### src/hw/sdram_ctl_params.svh
// Timing, command and field constants for the SDRAM refresh and data path ends
`ifndef SDRAM_CTL_PARAMS_SVH
`define SDRAM_CTL_PARAMS_SVH
`define CLK_PERIOD_PS 4000
`define TRCD_PS 20000
`define TRFC_PS 70000
`define TDAL_PS 35000
// Least times round up to whole cycles
`define TRCD_CYC ((`TRCD_PS + `CLK_PERIOD_PS - 1) / `CLK_PERIOD_PS)
`define TRFC_CYC ((`TRFC_PS + `CLK_PERIOD_PS - 1) / `CLK_PERIOD_PS)
`define TDAL_CYC ((`TDAL_PS + `CLK_PERIOD_PS - 1) / `CLK_PERIOD_PS)
`define CAS_LAT 2
`define BURST_LEN 4
`define CNT_W 5
`define BEAT_W 2
`define NIB_W 4
`define WORD_W 16
`define ADDR_W 12
`define BANK_W 2
`define SYS_ADDR_W 23
`define AP_BIT 10
// Commands as {cs_n, ras_n, cas_n, we_n}
`define CMD_NOP 4'h7
`define CMD_ACTIVE 4'h3
`define CMD_READ 4'h5
`define CMD_WRITE 4'h4
`define CMD_REFRESH 4'h1
`endif

### src/hw/sdram_ctl_pkg.sv
// Types used only by the controller end of the SDRAM link
package sdram_ctl_pkg;
  typedef enum logic [9:0] {
    ST_IDLE = 10'h001,
    ST_AUTO_REFRESH = 10'h002,
    ST_REFRESH_WAIT = 10'h004,
    ST_ACTIVATE = 10'h008,
    ST_ACTIVATE_DELAY = 10'h010,
    ST_READ_AUTOPRECHARGE = 10'h020,
    ST_CAS_WAIT = 10'h040,
    ST_READ_DATA = 10'h080,
    ST_WRITE_AUTOPRECHARGE = 10'h100,
    ST_WRITE_DATA = 10'h200
  } command_state_machine_t;
endpackage

### src/hw/sdram_sys_if.sv
// Bus-master side link between the controller and its user
`timescale 1ns/1ps
`default_nettype none
`include "sdram_ctl_params.svh"
interface sdram_sys_if;
  logic ref_req;
  logic ref_ack;
  logic address_strobe_n;
  logic read_not_write_select;
  logic [`SYS_ADDR_W-1:0] addr;
  logic [`WORD_W-1:0] wdata;
  logic [`WORD_W-1:0] rdata;
  logic rdata_valid;
  logic wdata_taken;
  logic init_done;
  modport ctrl (input ref_req, address_strobe_n, read_not_write_select, addr, wdata, init_done,
                output ref_ack, rdata, rdata_valid, wdata_taken);
  modport master (output ref_req, address_strobe_n, read_not_write_select, addr, wdata,
                  input ref_ack, rdata, rdata_valid, wdata_taken, init_done);
endinterface
`default_nettype wire

### src/hw/sdram_cmd_ctrl.sv
// Controller end: command state machine, refresh handshake and nibble data path
// Summary of operation
// - Master raises refresh request to ask refresh.
// - Acknowledge held high through whole refresh.
// - Master holds request until acknowledge rises.
// - No accesses accepted while acknowledge high.
// - Request still high means another refresh.
// - Refresh state issues one command, waits, idles.
// - Four-bit memory bus joins sixteen-bit bus.
// - Commands driven one clock after state entry.
// - Read/write select valid before command state.
// - CAS latency two, burst length four.
// - Stay idle until initialization done.
// - Access starts on request low, strobe low.
// - Read/write carry address bit ten high.
`timescale 1ns/1ps
`default_nettype none
`include "sdram_ctl_params.svh"
module sdram_cmd_ctrl (
  // Clock and reset
  input wire logic ref_clk_i,
  input wire logic rst_b_i,
  // Bus master link
  sdram_sys_if.ctrl sys,
  // SDRAM pins
  output logic sdr_cs_n_o,
  output logic sdr_ras_n_o,
  output logic sdr_cas_n_o,
  output logic sdr_we_n_o,
  output logic [`BANK_W-1:0] sdr_ba_o,
  output logic [`ADDR_W-1:0] sdr_a_o,
  input wire logic [`NIB_W-1:0] sdr_dq_i,
  output logic [`NIB_W-1:0] sdr_dq_o,
  output logic sdr_dq_oe_n_o
);
  typedef struct packed {
    sdram_ctl_pkg::command_state_machine_t st;
    logic [`CNT_W-1:0] cnt;
    logic [3:0] cmd;
    logic [`BANK_W-1:0] ba;
    logic [`ADDR_W-1:0] a;
    logic ack;
    logic rnw;
    logic [`WORD_W-1:0] rword;
    logic [`WORD_W-1:0] wword;
    logic rvalid;
    logic wtaken;
    logic [`NIB_W-1:0] dq;
    logic dq_oe_n;
    logic [`SYS_ADDR_W-1:0] addr;
  } ctrl_state_t;

  ctrl_state_t cur_ff, nxt_cur;

  // column word with the auto precharge bit set
  // Closing the row on every access costs an activate each time but needs no open-row tracking
  function automatic logic [`ADDR_W-1:0] col_with_ap(input logic [`SYS_ADDR_W-1:0] sys_addr);
    logic [`ADDR_W-1:0] word;
    word = `ADDR_W'(sys_addr[`SYS_ADDR_W-`BANK_W-`ADDR_W-1:0]);
    word[`AP_BIT] = 1'b1;
    return word;
  endfunction

  // Next state and pin values
  always_comb begin
    nxt_cur = cur_ff;
    // Command, pulses and bus enable default to their idle values
    nxt_cur.cmd = `CMD_NOP;
    nxt_cur.rvalid = 1'b0;
    nxt_cur.wtaken = 1'b0;
    nxt_cur.dq_oe_n = 1'b1;
    unique case (cur_ff.st)
      sdram_ctl_pkg::ST_IDLE: begin
        // Ack only stands while away from idle
        nxt_cur.ack = 1'b0;
        if (sys.init_done) begin
          if (sys.ref_req) begin
            nxt_cur.ack = 1'b1;
            nxt_cur.st = sdram_ctl_pkg::ST_AUTO_REFRESH;
          end else if (!sys.address_strobe_n) begin
            nxt_cur.addr = sys.addr;
            nxt_cur.st = sdram_ctl_pkg::ST_ACTIVATE;
          end
        end
      end
      sdram_ctl_pkg::ST_AUTO_REFRESH: begin
        nxt_cur.cmd = `CMD_REFRESH;
        nxt_cur.cnt = `CNT_W'(`TRFC_CYC - 1);
        nxt_cur.st = sdram_ctl_pkg::ST_REFRESH_WAIT;
      end
      sdram_ctl_pkg::ST_REFRESH_WAIT: begin
        // strobes ignored meanwhile
        // Ack falls together with the return to idle
        if (cur_ff.cnt <= `CNT_W'(1)) begin
          nxt_cur.ack = 1'b0;
          nxt_cur.st = sdram_ctl_pkg::ST_IDLE;
        end
        nxt_cur.cnt = cur_ff.cnt - `CNT_W'(1);
      end
      sdram_ctl_pkg::ST_ACTIVATE: begin
        nxt_cur.cmd = `CMD_ACTIVE;
        nxt_cur.ba = cur_ff.addr[`SYS_ADDR_W-1 -: `BANK_W];
        nxt_cur.a = cur_ff.addr[`SYS_ADDR_W-`BANK_W-1 -: `ADDR_W];
        nxt_cur.cnt = `CNT_W'(`TRCD_CYC - 1);
        nxt_cur.rnw = sys.read_not_write_select;
        nxt_cur.st = sdram_ctl_pkg::ST_ACTIVATE_DELAY;
      end
      sdram_ctl_pkg::ST_ACTIVATE_DELAY: begin
        nxt_cur.cnt = cur_ff.cnt - `CNT_W'(1);
        // Resample select on the last delay clock
        if (cur_ff.cnt <= `CNT_W'(1)) begin
          nxt_cur.st = sys.read_not_write_select ? sdram_ctl_pkg::ST_READ_AUTOPRECHARGE
                                                 : sdram_ctl_pkg::ST_WRITE_AUTOPRECHARGE;
          // Write word latched with the deciding select sample
          nxt_cur.wword = sys.wdata;
        end
      end
      sdram_ctl_pkg::ST_READ_AUTOPRECHARGE: begin
        nxt_cur.cmd = `CMD_READ;
        nxt_cur.a = col_with_ap(cur_ff.addr);
        nxt_cur.cnt = `CNT_W'(`CAS_LAT);
        nxt_cur.st = sdram_ctl_pkg::ST_CAS_WAIT;
      end
      sdram_ctl_pkg::ST_CAS_WAIT: begin
        // CAS latency, then the burst count
        nxt_cur.cnt = cur_ff.cnt - `CNT_W'(1);
        if (cur_ff.cnt <= `CNT_W'(1)) begin
          nxt_cur.cnt = `CNT_W'(`BURST_LEN);
          nxt_cur.st = sdram_ctl_pkg::ST_READ_DATA;
        end
      end
      sdram_ctl_pkg::ST_READ_DATA: begin
        nxt_cur.rword = {sdr_dq_i, cur_ff.rword[`WORD_W-1:`NIB_W]};
        nxt_cur.cnt = cur_ff.cnt - `CNT_W'(1);
        if (cur_ff.cnt <= `CNT_W'(1)) begin
          nxt_cur.rvalid = 1'b1;
          nxt_cur.st = sdram_ctl_pkg::ST_IDLE;
        end
      end
      sdram_ctl_pkg::ST_WRITE_AUTOPRECHARGE: begin
        nxt_cur.cmd = `CMD_WRITE;
        nxt_cur.a = col_with_ap(cur_ff.addr);
        nxt_cur.dq = cur_ff.wword[`NIB_W-1:0];
        nxt_cur.dq_oe_n = 1'b0;
        // Word is taken here; recovery still keeps this end busy
        nxt_cur.wtaken = 1'b1;
        nxt_cur.wword = cur_ff.wword >> `NIB_W;
        nxt_cur.cnt = `CNT_W'(`BURST_LEN - 1 + `TDAL_CYC);
        nxt_cur.st = sdram_ctl_pkg::ST_WRITE_DATA;
      end
      sdram_ctl_pkg::ST_WRITE_DATA: begin
        // Remaining beats, then recovery with bus released
        // One counter covers the beats and the recovery
        if (cur_ff.cnt > `CNT_W'(`TDAL_CYC)) begin
          nxt_cur.dq = cur_ff.wword[`NIB_W-1:0];
          nxt_cur.dq_oe_n = 1'b0;
          nxt_cur.wword = cur_ff.wword >> `NIB_W;
        end
        nxt_cur.cnt = cur_ff.cnt - `CNT_W'(1);
        if (cur_ff.cnt <= `CNT_W'(1)) begin
          nxt_cur.st = sdram_ctl_pkg::ST_IDLE;
        end
      end
      // Illegal one-hot codes fall back to idle
      default: nxt_cur.st = sdram_ctl_pkg::ST_IDLE;
    endcase
  end

  // State register, reset to idle with NOP on the pins
  always_ff @(posedge ref_clk_i or negedge rst_b_i) begin
    if (!rst_b_i) begin
      // Whole struct cleared first, so no field starts unknown
      cur_ff <= '0;
      cur_ff.st <= sdram_ctl_pkg::ST_IDLE;
      cur_ff.cmd <= `CMD_NOP;
      cur_ff.dq_oe_n <= 1'b1;
    end else begin
      cur_ff <= nxt_cur;
    end
  end

  // Outputs straight from flops
  assign {sdr_cs_n_o, sdr_ras_n_o, sdr_cas_n_o, sdr_we_n_o} = cur_ff.cmd;
  assign sdr_ba_o = cur_ff.ba;
  assign sdr_a_o = cur_ff.a;
  assign sdr_dq_o = cur_ff.dq;
  assign sdr_dq_oe_n_o = cur_ff.dq_oe_n;

  // Bus master link, also straight from flops
  assign sys.ref_ack = cur_ff.ack;
  assign sys.rdata = cur_ff.rword;
  assign sys.rdata_valid = cur_ff.rvalid;
  assign sys.wdata_taken = cur_ff.wtaken;
endmodule // sdram_cmd_ctrl
`default_nettype wire

### src/flat_wrapper.sv
// flat-port wrapper written by rule: the top's interface ports become plain ports
module sdram_cmd_ctrl_flat 
  (ref_clk_i, rst_b_i, sdr_cs_n_o, sdr_ras_n_o, sdr_cas_n_o, sdr_we_n_o, sdr_ba_o, sdr_a_o, sdr_dq_i, sdr_dq_o, sdr_dq_oe_n_o, sys_ref_req, sys_address_strobe_n, sys_read_not_write_select, sys_addr, sys_wdata, sys_init_done, sys_ref_ack, sys_rdata, sys_rdata_valid, sys_wdata_taken);
  sdram_sys_if sys_i ();
  input wire logic ref_clk_i;
  input wire logic rst_b_i;
  output logic sdr_cs_n_o;
  output logic sdr_ras_n_o;
  output logic sdr_cas_n_o;
  output logic sdr_we_n_o;
  output logic [`BANK_W-1:0] sdr_ba_o;
  output logic [`ADDR_W-1:0] sdr_a_o;
  input wire logic [`NIB_W-1:0] sdr_dq_i;
  output logic [`NIB_W-1:0] sdr_dq_o;
  output logic sdr_dq_oe_n_o;
  input wire logic [$bits(sys_i.ref_req)-1:0] sys_ref_req;
  input wire logic [$bits(sys_i.address_strobe_n)-1:0] sys_address_strobe_n;
  input wire logic [$bits(sys_i.read_not_write_select)-1:0] sys_read_not_write_select;
  input wire logic [$bits(sys_i.addr)-1:0] sys_addr;
  input wire logic [$bits(sys_i.wdata)-1:0] sys_wdata;
  input wire logic [$bits(sys_i.init_done)-1:0] sys_init_done;
  output wire logic [$bits(sys_i.ref_ack)-1:0] sys_ref_ack;
  output wire logic [$bits(sys_i.rdata)-1:0] sys_rdata;
  output wire logic [$bits(sys_i.rdata_valid)-1:0] sys_rdata_valid;
  output wire logic [$bits(sys_i.wdata_taken)-1:0] sys_wdata_taken;
  assign sys_i.ref_req = sys_ref_req;
  assign sys_i.address_strobe_n = sys_address_strobe_n;
  assign sys_i.read_not_write_select = sys_read_not_write_select;
  assign sys_i.addr = sys_addr;
  assign sys_i.wdata = sys_wdata;
  assign sys_i.init_done = sys_init_done;
  assign sys_ref_ack = sys_i.ref_ack;
  assign sys_rdata = sys_i.rdata;
  assign sys_rdata_valid = sys_i.rdata_valid;
  assign sys_wdata_taken = sys_i.wdata_taken;
  sdram_cmd_ctrl u_core (.ref_clk_i(ref_clk_i), .rst_b_i(rst_b_i), .sys(sys_i), .sdr_cs_n_o(sdr_cs_n_o), .sdr_ras_n_o(sdr_ras_n_o), .sdr_cas_n_o(sdr_cas_n_o), .sdr_we_n_o(sdr_we_n_o), .sdr_ba_o(sdr_ba_o), .sdr_a_o(sdr_a_o), .sdr_dq_i(sdr_dq_i), .sdr_dq_o(sdr_dq_o), .sdr_dq_oe_n_o(sdr_dq_oe_n_o));
endmodule
### config.mk
export PLATFORM = sky130hd
export DESIGN_NAME = sdram_cmd_ctrl_flat
export DESIGN_NICKNAME = d
export VERILOG_FILES = /design/src/hw/sdram_ctl_pkg.sv /design/src/hw/sdram_sys_if.sv /design/src/hw/sdram_cmd_ctrl.sv /design/src/flat_wrapper.sv
export VERILOG_INCLUDE_DIRS = /design/src /design/src/hw
export SDC_FILE = /design/constraint.sdc
export NUM_CORES = 1
export LEC_CHECK = 0
export BUFFER_PORTS_ARGS = -buffer_cell sky130_fd_sc_hd__clkbuf_2
export CELL_PAD_IN_SITES_DETAIL_PLACEMENT = 1
export CELL_PAD_IN_SITES_GLOBAL_PLACEMENT = 1
export CORE_MARGIN = 10
export CORE_UTILIZATION = 44
export DETAILED_ROUTE_END_ITERATION = 10
export GPL_ROUTABILITY_DRIVEN = 0
export PLACE_DENSITY = 0.82
export SETUP_SLACK_MARGIN = 0.15
export SYNTH_ARGS = -nofsm -noshare
export SYNTH_HDL_FRONTEND = slang
export SYNTH_SLANG_ARGS = --single-unit
### constraint.sdc
create_clock -name ref_clk_i -period 2.45 [get_ports ref_clk_i]
set_input_delay 0.1225 -clock ref_clk_i [delete_from_list [all_inputs] [get_ports ref_clk_i]]
set_output_delay 0.1225 -clock ref_clk_i [all_outputs]
set_load 0.005 [all_outputs]
== After elaboration in Yosys (flattened, before gate mapping) ==
Index checks and enable logic that the tools add are counted.
Cells by class
  add/sub/neg operators: 1
  $lt $le $gt $ge: 2
  equality and inequality tests: 17
  multiplexer cells: 23
  bitwise logic cells: 2
  reduce and logical (&&, ||, !) cells: 13
Operator list (number)
  $pmux W10 S8: 1
  $mux W10: 5
  $pmux W16 S3: 1
  $mux W16: 2
  $pmux W5 S6: 1
  $pmux W12 S2: 1
  $mux W15: 1
  $pmux W3 S4: 1
  $eq A10 B1 Y1 const B: 1
  $eq A10 B10 Y1 const B: 1
  $eq A10 B2 Y1 const B: 1
  $eq A10 B3 Y1 const B: 1
  $eq A10 B4 Y1 const B: 1
  $eq A10 B5 Y1 const B: 1
  $eq A10 B6 Y1 const B: 1
  $eq A10 B7 Y1 const B: 1
  $eq A10 B8 Y1 const B: 1
  $eq A10 B9 Y1 const B: 1
  $ne A2 B1 Y1 const B: 5
  $pmux W5 S2: 1
  $mux W9: 1
  $mux W1: 6
  $reduce_bool A2 Y1: 3
  $reduce_bool A6 Y1: 1
  16 further kinds: 18
Storage, ports and cells
  register bits: 95
  input port bits: 49
  word-level logic and storage cells: 71

== Longest topological paths before layout ==
  depth in word-level cells: 4
  mapped depth: 9
  mapped depth without buffers: 7

== Least setup slack after synthesis ==
Ideal clock, no wire load.
  kind: reg2reg
  start: register u_core.cur_ff[88] in the netlist's numbering
  end: register u_core.cur_ff[32] in the netlist's numbering
  data arrival time: 2.053 ns
  slack: 0.272 ns
  stages on the path, launching flop included: 9
  period minus slack after synthesis: 2.178 ns
  cells stage by stage: dfrtp_1 > buf_6 > or4_4 > buf_6 > a211o_1 > buf_6 > nand2_4 > buf_12 > mux2_4
Between the ends
  word-level cells in the longest chain between the ends: 3
  elaborated cells on any way between the ends: 8
  classes of those cells: eq/ne (5); mux (1); reduce/logical (2)
RTL lines
  start, declared: line sdram_cmd_ctrl.sv:53  | ctrl_state_t cur_ff, nxt_cur;
  start signal, assigned: line sdram_cmd_ctrl.sv:178  | cur_ff <= nxt_cur;
  $eq A10 B5 Y1, or another cell as far along: line sdram_cmd_ctrl.sv:72  | unique case (cur_ff.st)
  $ne A2 B1 Y1 (no line) / $reduce_bool A3 Y1 (equally long branches)
  $reduce_and A3 Y1 (no line)
Parallel ways exist; a longest one is shown, timed or not.
A chain may end at the register's enable or synchronous reset.

== Final worst setup path ==
  start: register u_core.cur_ff[88] in the netlist's numbering
  end: register u_core.cur_ff[85] in the netlist's numbering
Between the ends
  word-level cells in the longest chain between the ends: 3
  elaborated cells on any way between the ends: 12
  classes of those cells: eq/ne (9); mux (1); reduce/logical (2)
RTL lines (line)
  $eq A10 B3 Y1, or another cell as far along: sdram_cmd_ctrl.sv:72
  $reduce_or A4 Y1 (no line)
  $pmux W5 S6 / $reduce_bool A6 Y1 (equally long branches)
Parallel ways exist; a longest one is shown, timed or not.

==> impl_metrics.json <==
{
  "layout_worst_path_cycle_share_pct": 91.8,
  "synth_top_area_share_pct": 48.6,
  "drive_above_1_share_pct": 45.6,
  "synthesis.yosys.warnings": 0,
  "largest_net_degree_at_the_start_of_global_routing": 56,
  "finish.net_count": 533,
  "met2RoutedLength_um": 6230,
  "met3RoutedLength_um": 938,
  "drc": 0,
  "antenna_left": 0,
  "placed_cells": 570,
  "mapped_cells": 383,
  "diodes": 0,
  "multiInputGateArea_um2": 1890,
  "crit_end_category": "register",
  "tritoncts.num_buffers": 9,
  "maximum_ir_drop_on_the_vdd_rail_mv": 0.543,
  "effective_utilization_at_floorplan_pct": 45.1,
  "worst_slew_pin_slew_ns": 0.532,
  "uppermost_layer_routed": "met4",
  "required_ns": 2.70,
  "p_leak_nw": 2.72,
  "setup.reg_to_reg.worst_slack_ns": 0.20,
  "dr_total_vias": 3272,
  "number_of_global_route_vias_before_repair": 3708,
  "path_class": "register to register",
  "critical_path.max_stage_delay_ns": 0.62,
  "post_synth_instance_area_um2": 4640,
  "buffer_ports.inserted": 89,
  "synthDistinctLibCells": 55,
  "final.setup.worst_slack_ns": 0.201,
  "fin_cells": 623,
  "drtIter0Drc": 199,
  "avg_cell_area_syn_um2": 12.1,
  "first_pass_grt_wire_length_um": 19200,
  "finalSetupViolCount": 0,
  "tns_ns": 0,
  "fp.dieH_um": 123,
  "synth_top_flop_cell": "dfrtp_1",
  "die_width_um": 123,
  "areaGrowthSynthToFinish_pct": 21.2,
  "cts_max_level": 3,
  "slowest_stage": "or4_4",
  "yosys-top-cells-area": "dfrtp_1 49%, mux2_2 14%, buf_4 6.0%, mux2_4 3.2%, nand2_1 2.9%",
  "timing.clock.skew_ns": 0.0122,
  "pin_count": 91,
  "drv_cap": 0,
  "core_region_area_um2": 10300,
  "grtUsageTotal_pct": 15.9,
  "fin_total_pwr_mw": 4.76,
  "crit_chain": "or4_4, nor3_4, buf_4, a21oi_1, nor3b_1, a211o_1",
  "cts_max_path_buffers": 2,
  "wl_met1_um": 4510,
  "clock_transition_at_the_registers_of_the_reported_paths_ns": 0.09,
  "num-fill-cells": 1124,
  "vias_per_cell": 5.25,
  "cp.buffers_inverters": 1,
  "fp-row-count": 37,
  "timing.critical_path.arrival_ns": 2.50,
  "worst_slew_margin_rel_pct": 64.4,
  "report.final.slew_viol_count": 0,
  "global_route.overflow_total": 0,
  "hpwlAfterDp_um": 8330,
  "numClockSinks": 95,
  "sequential_cell_area_um2": 2380,
  "worstPathMaxFanout": 8,
  "synth_enable_flop_cells": 0,
  "detail_route.first_pass.iterations": 5,
  "timing.fmax_mhz": 445,
  "dp_worst_setup_slack_ns": 0.165,
  "share_of_synthesized_area_occupied_by_flip_flops_and_latches_pct": 51.4,
  "antenna_violations_before_repair": 0,
  "source_to_sink_clock_delay_at_the_later_pin_of_the_worst_skew_pair_ns": 0.36,
  "grt_setup_unrepaired": "true",
  "report.final.hold_viol_count": 0,
  "path_delay_family": "simple AND/OR/NAND/NOR gates",
  "synth_commonest_cells": "90 x dfrtp_1, 59 x mux2_2, 37 x buf_4",
  "postSynth.asyncResetShare_pct": 100,
  "routed_length_per_placed_instance_um": 19.0,
  "ys_seq_elements": 95,
  "syn_nets": 434,
  "period_needed_ns": 2.25,
  "cts_tree": "done",
  "root_buffer": "clkbuf_8",
  "p_per_area_nw_per_um2": 846,
  "hold_crit_class": "input pin to register",
  "yosys.area.top_type": "dfrtp_1",
  "run_status": "complete, no violations",
  "synth.most_common_cell": "dfrtp_1",
  "critPathLaunchType": "register",
  "drt_wl_total_um": 11800,
  "die_area_um2": 15000
}
[power by group]
part           leakage, nW  switching, mW  internal (mW)
registers             1.21          0.342           2.02
logic                 1.41          0.629          0.749
clock network       0.0899          0.543          0.475
total                 2.72           1.51           3.24
[placed cells by master, fill, tap and decap left out, types with 9 or more instances in the layout]
master,instances
dfrtp_1,89
clkbuf_2,88
mux2_2,59
nand2_1,36
dlygate4sd3_1,32
buf_4,20
nor2_1,14
a22oi_1,11
o21ai_0,10
mux2_4,10
clkbuf_8,9
[sequential cells by signal, summed over array words and instances (netlist names)]
register / count
u_core.cur_ff: 54
u_core.sys.rdata: 16
u_core.sdr_a_o: 12
u_core.sdr_dq_o: 4
u_core.sdr_ba_o: 2
u_core.sdr_cas_n_o: 1
u_core.sdr_dq_oe_n_o: 1
u_core.sdr_ras_n_o: 1
u_core.sdr_we_n_o: 1
u_core.sys.rdata_valid: 1
u_core.sys.ref_ack: 1
u_core.sys.wdata_taken: 1
[kinds of logic after synthesis]
| kind of cell | share of synthesized area [%] |
|---|---|
| AOI/OAI and AO/OA | 7.50 |
| xor gates and xnor gates | 0.944 |
| adders and majority gates | 0.539 |
| buffers and inverters | 9.14 |
| DFF | 51.4 |
| muxes | 17.6 |
| other | 0.0809 |
| and+or+nand+nor | 12.8 |
[routing by layer]
layer,up-vias,GRT usage (%)
met3,17,5.60
li1,1512,-
met5,-,0
met4,0,4.71
met2,109,27.9
met1,1634,17.8
[final timing paths]
check                                  startpoint                   end  cells past startpoint
worst max-delay path            u_core.cur_ff[88]     u_core.cur_ff[85]                      6
worst min-delay path                  sdr_dq_i[3]  u_core.sys.rdata[15]                      2
worst max register to register  u_core.cur_ff[88]     u_core.cur_ff[85]                      6
worst min register to register  u_core.sdr_a_o[3]     u_core.sdr_a_o[3]                      2
max in group asynchronous                 rst_b_i     u_core.cur_ff[87]                      3
min in group asynchronous                 rst_b_i     u_core.cur_ff[45]                      2
[area by class of cell]
class | instances | area share, %
Timing Repair Buffer | 142 | 16.9
Sequential cell | 95 | 42.4
Multi-Input combinational cell | 226 | 33.7
Inverter | 8 | 0.534
Clock inverter | 5 | 1.05
Clock buffer | 11 | 2.34
Tap cell | 136 | 3.03
[through the flow]
step / utilization (%) / cell area, um^2 / hold slack [ns]
after detailed placement: 48.8 / 5010 / 0.145
after CTS: 53.7 / 5520 / 0.00253
after floorplan: - / 4640 / -0.173
after global placement: 48.8 / 5010 / 0.140
final: 54.7 / 5620 / 0.0345
after global routing: 54.7 / 5620 / 0.0158
[what timing repair did]
item	in CTS	in global routing
endpoints found under the hold margin	70	1
resized for setup	0	9
setup buffers	0	4
endpoints found under the setup margin	0	39
hold buffers	31	1
No activity file was read; power rests on OpenSTA's default activity.
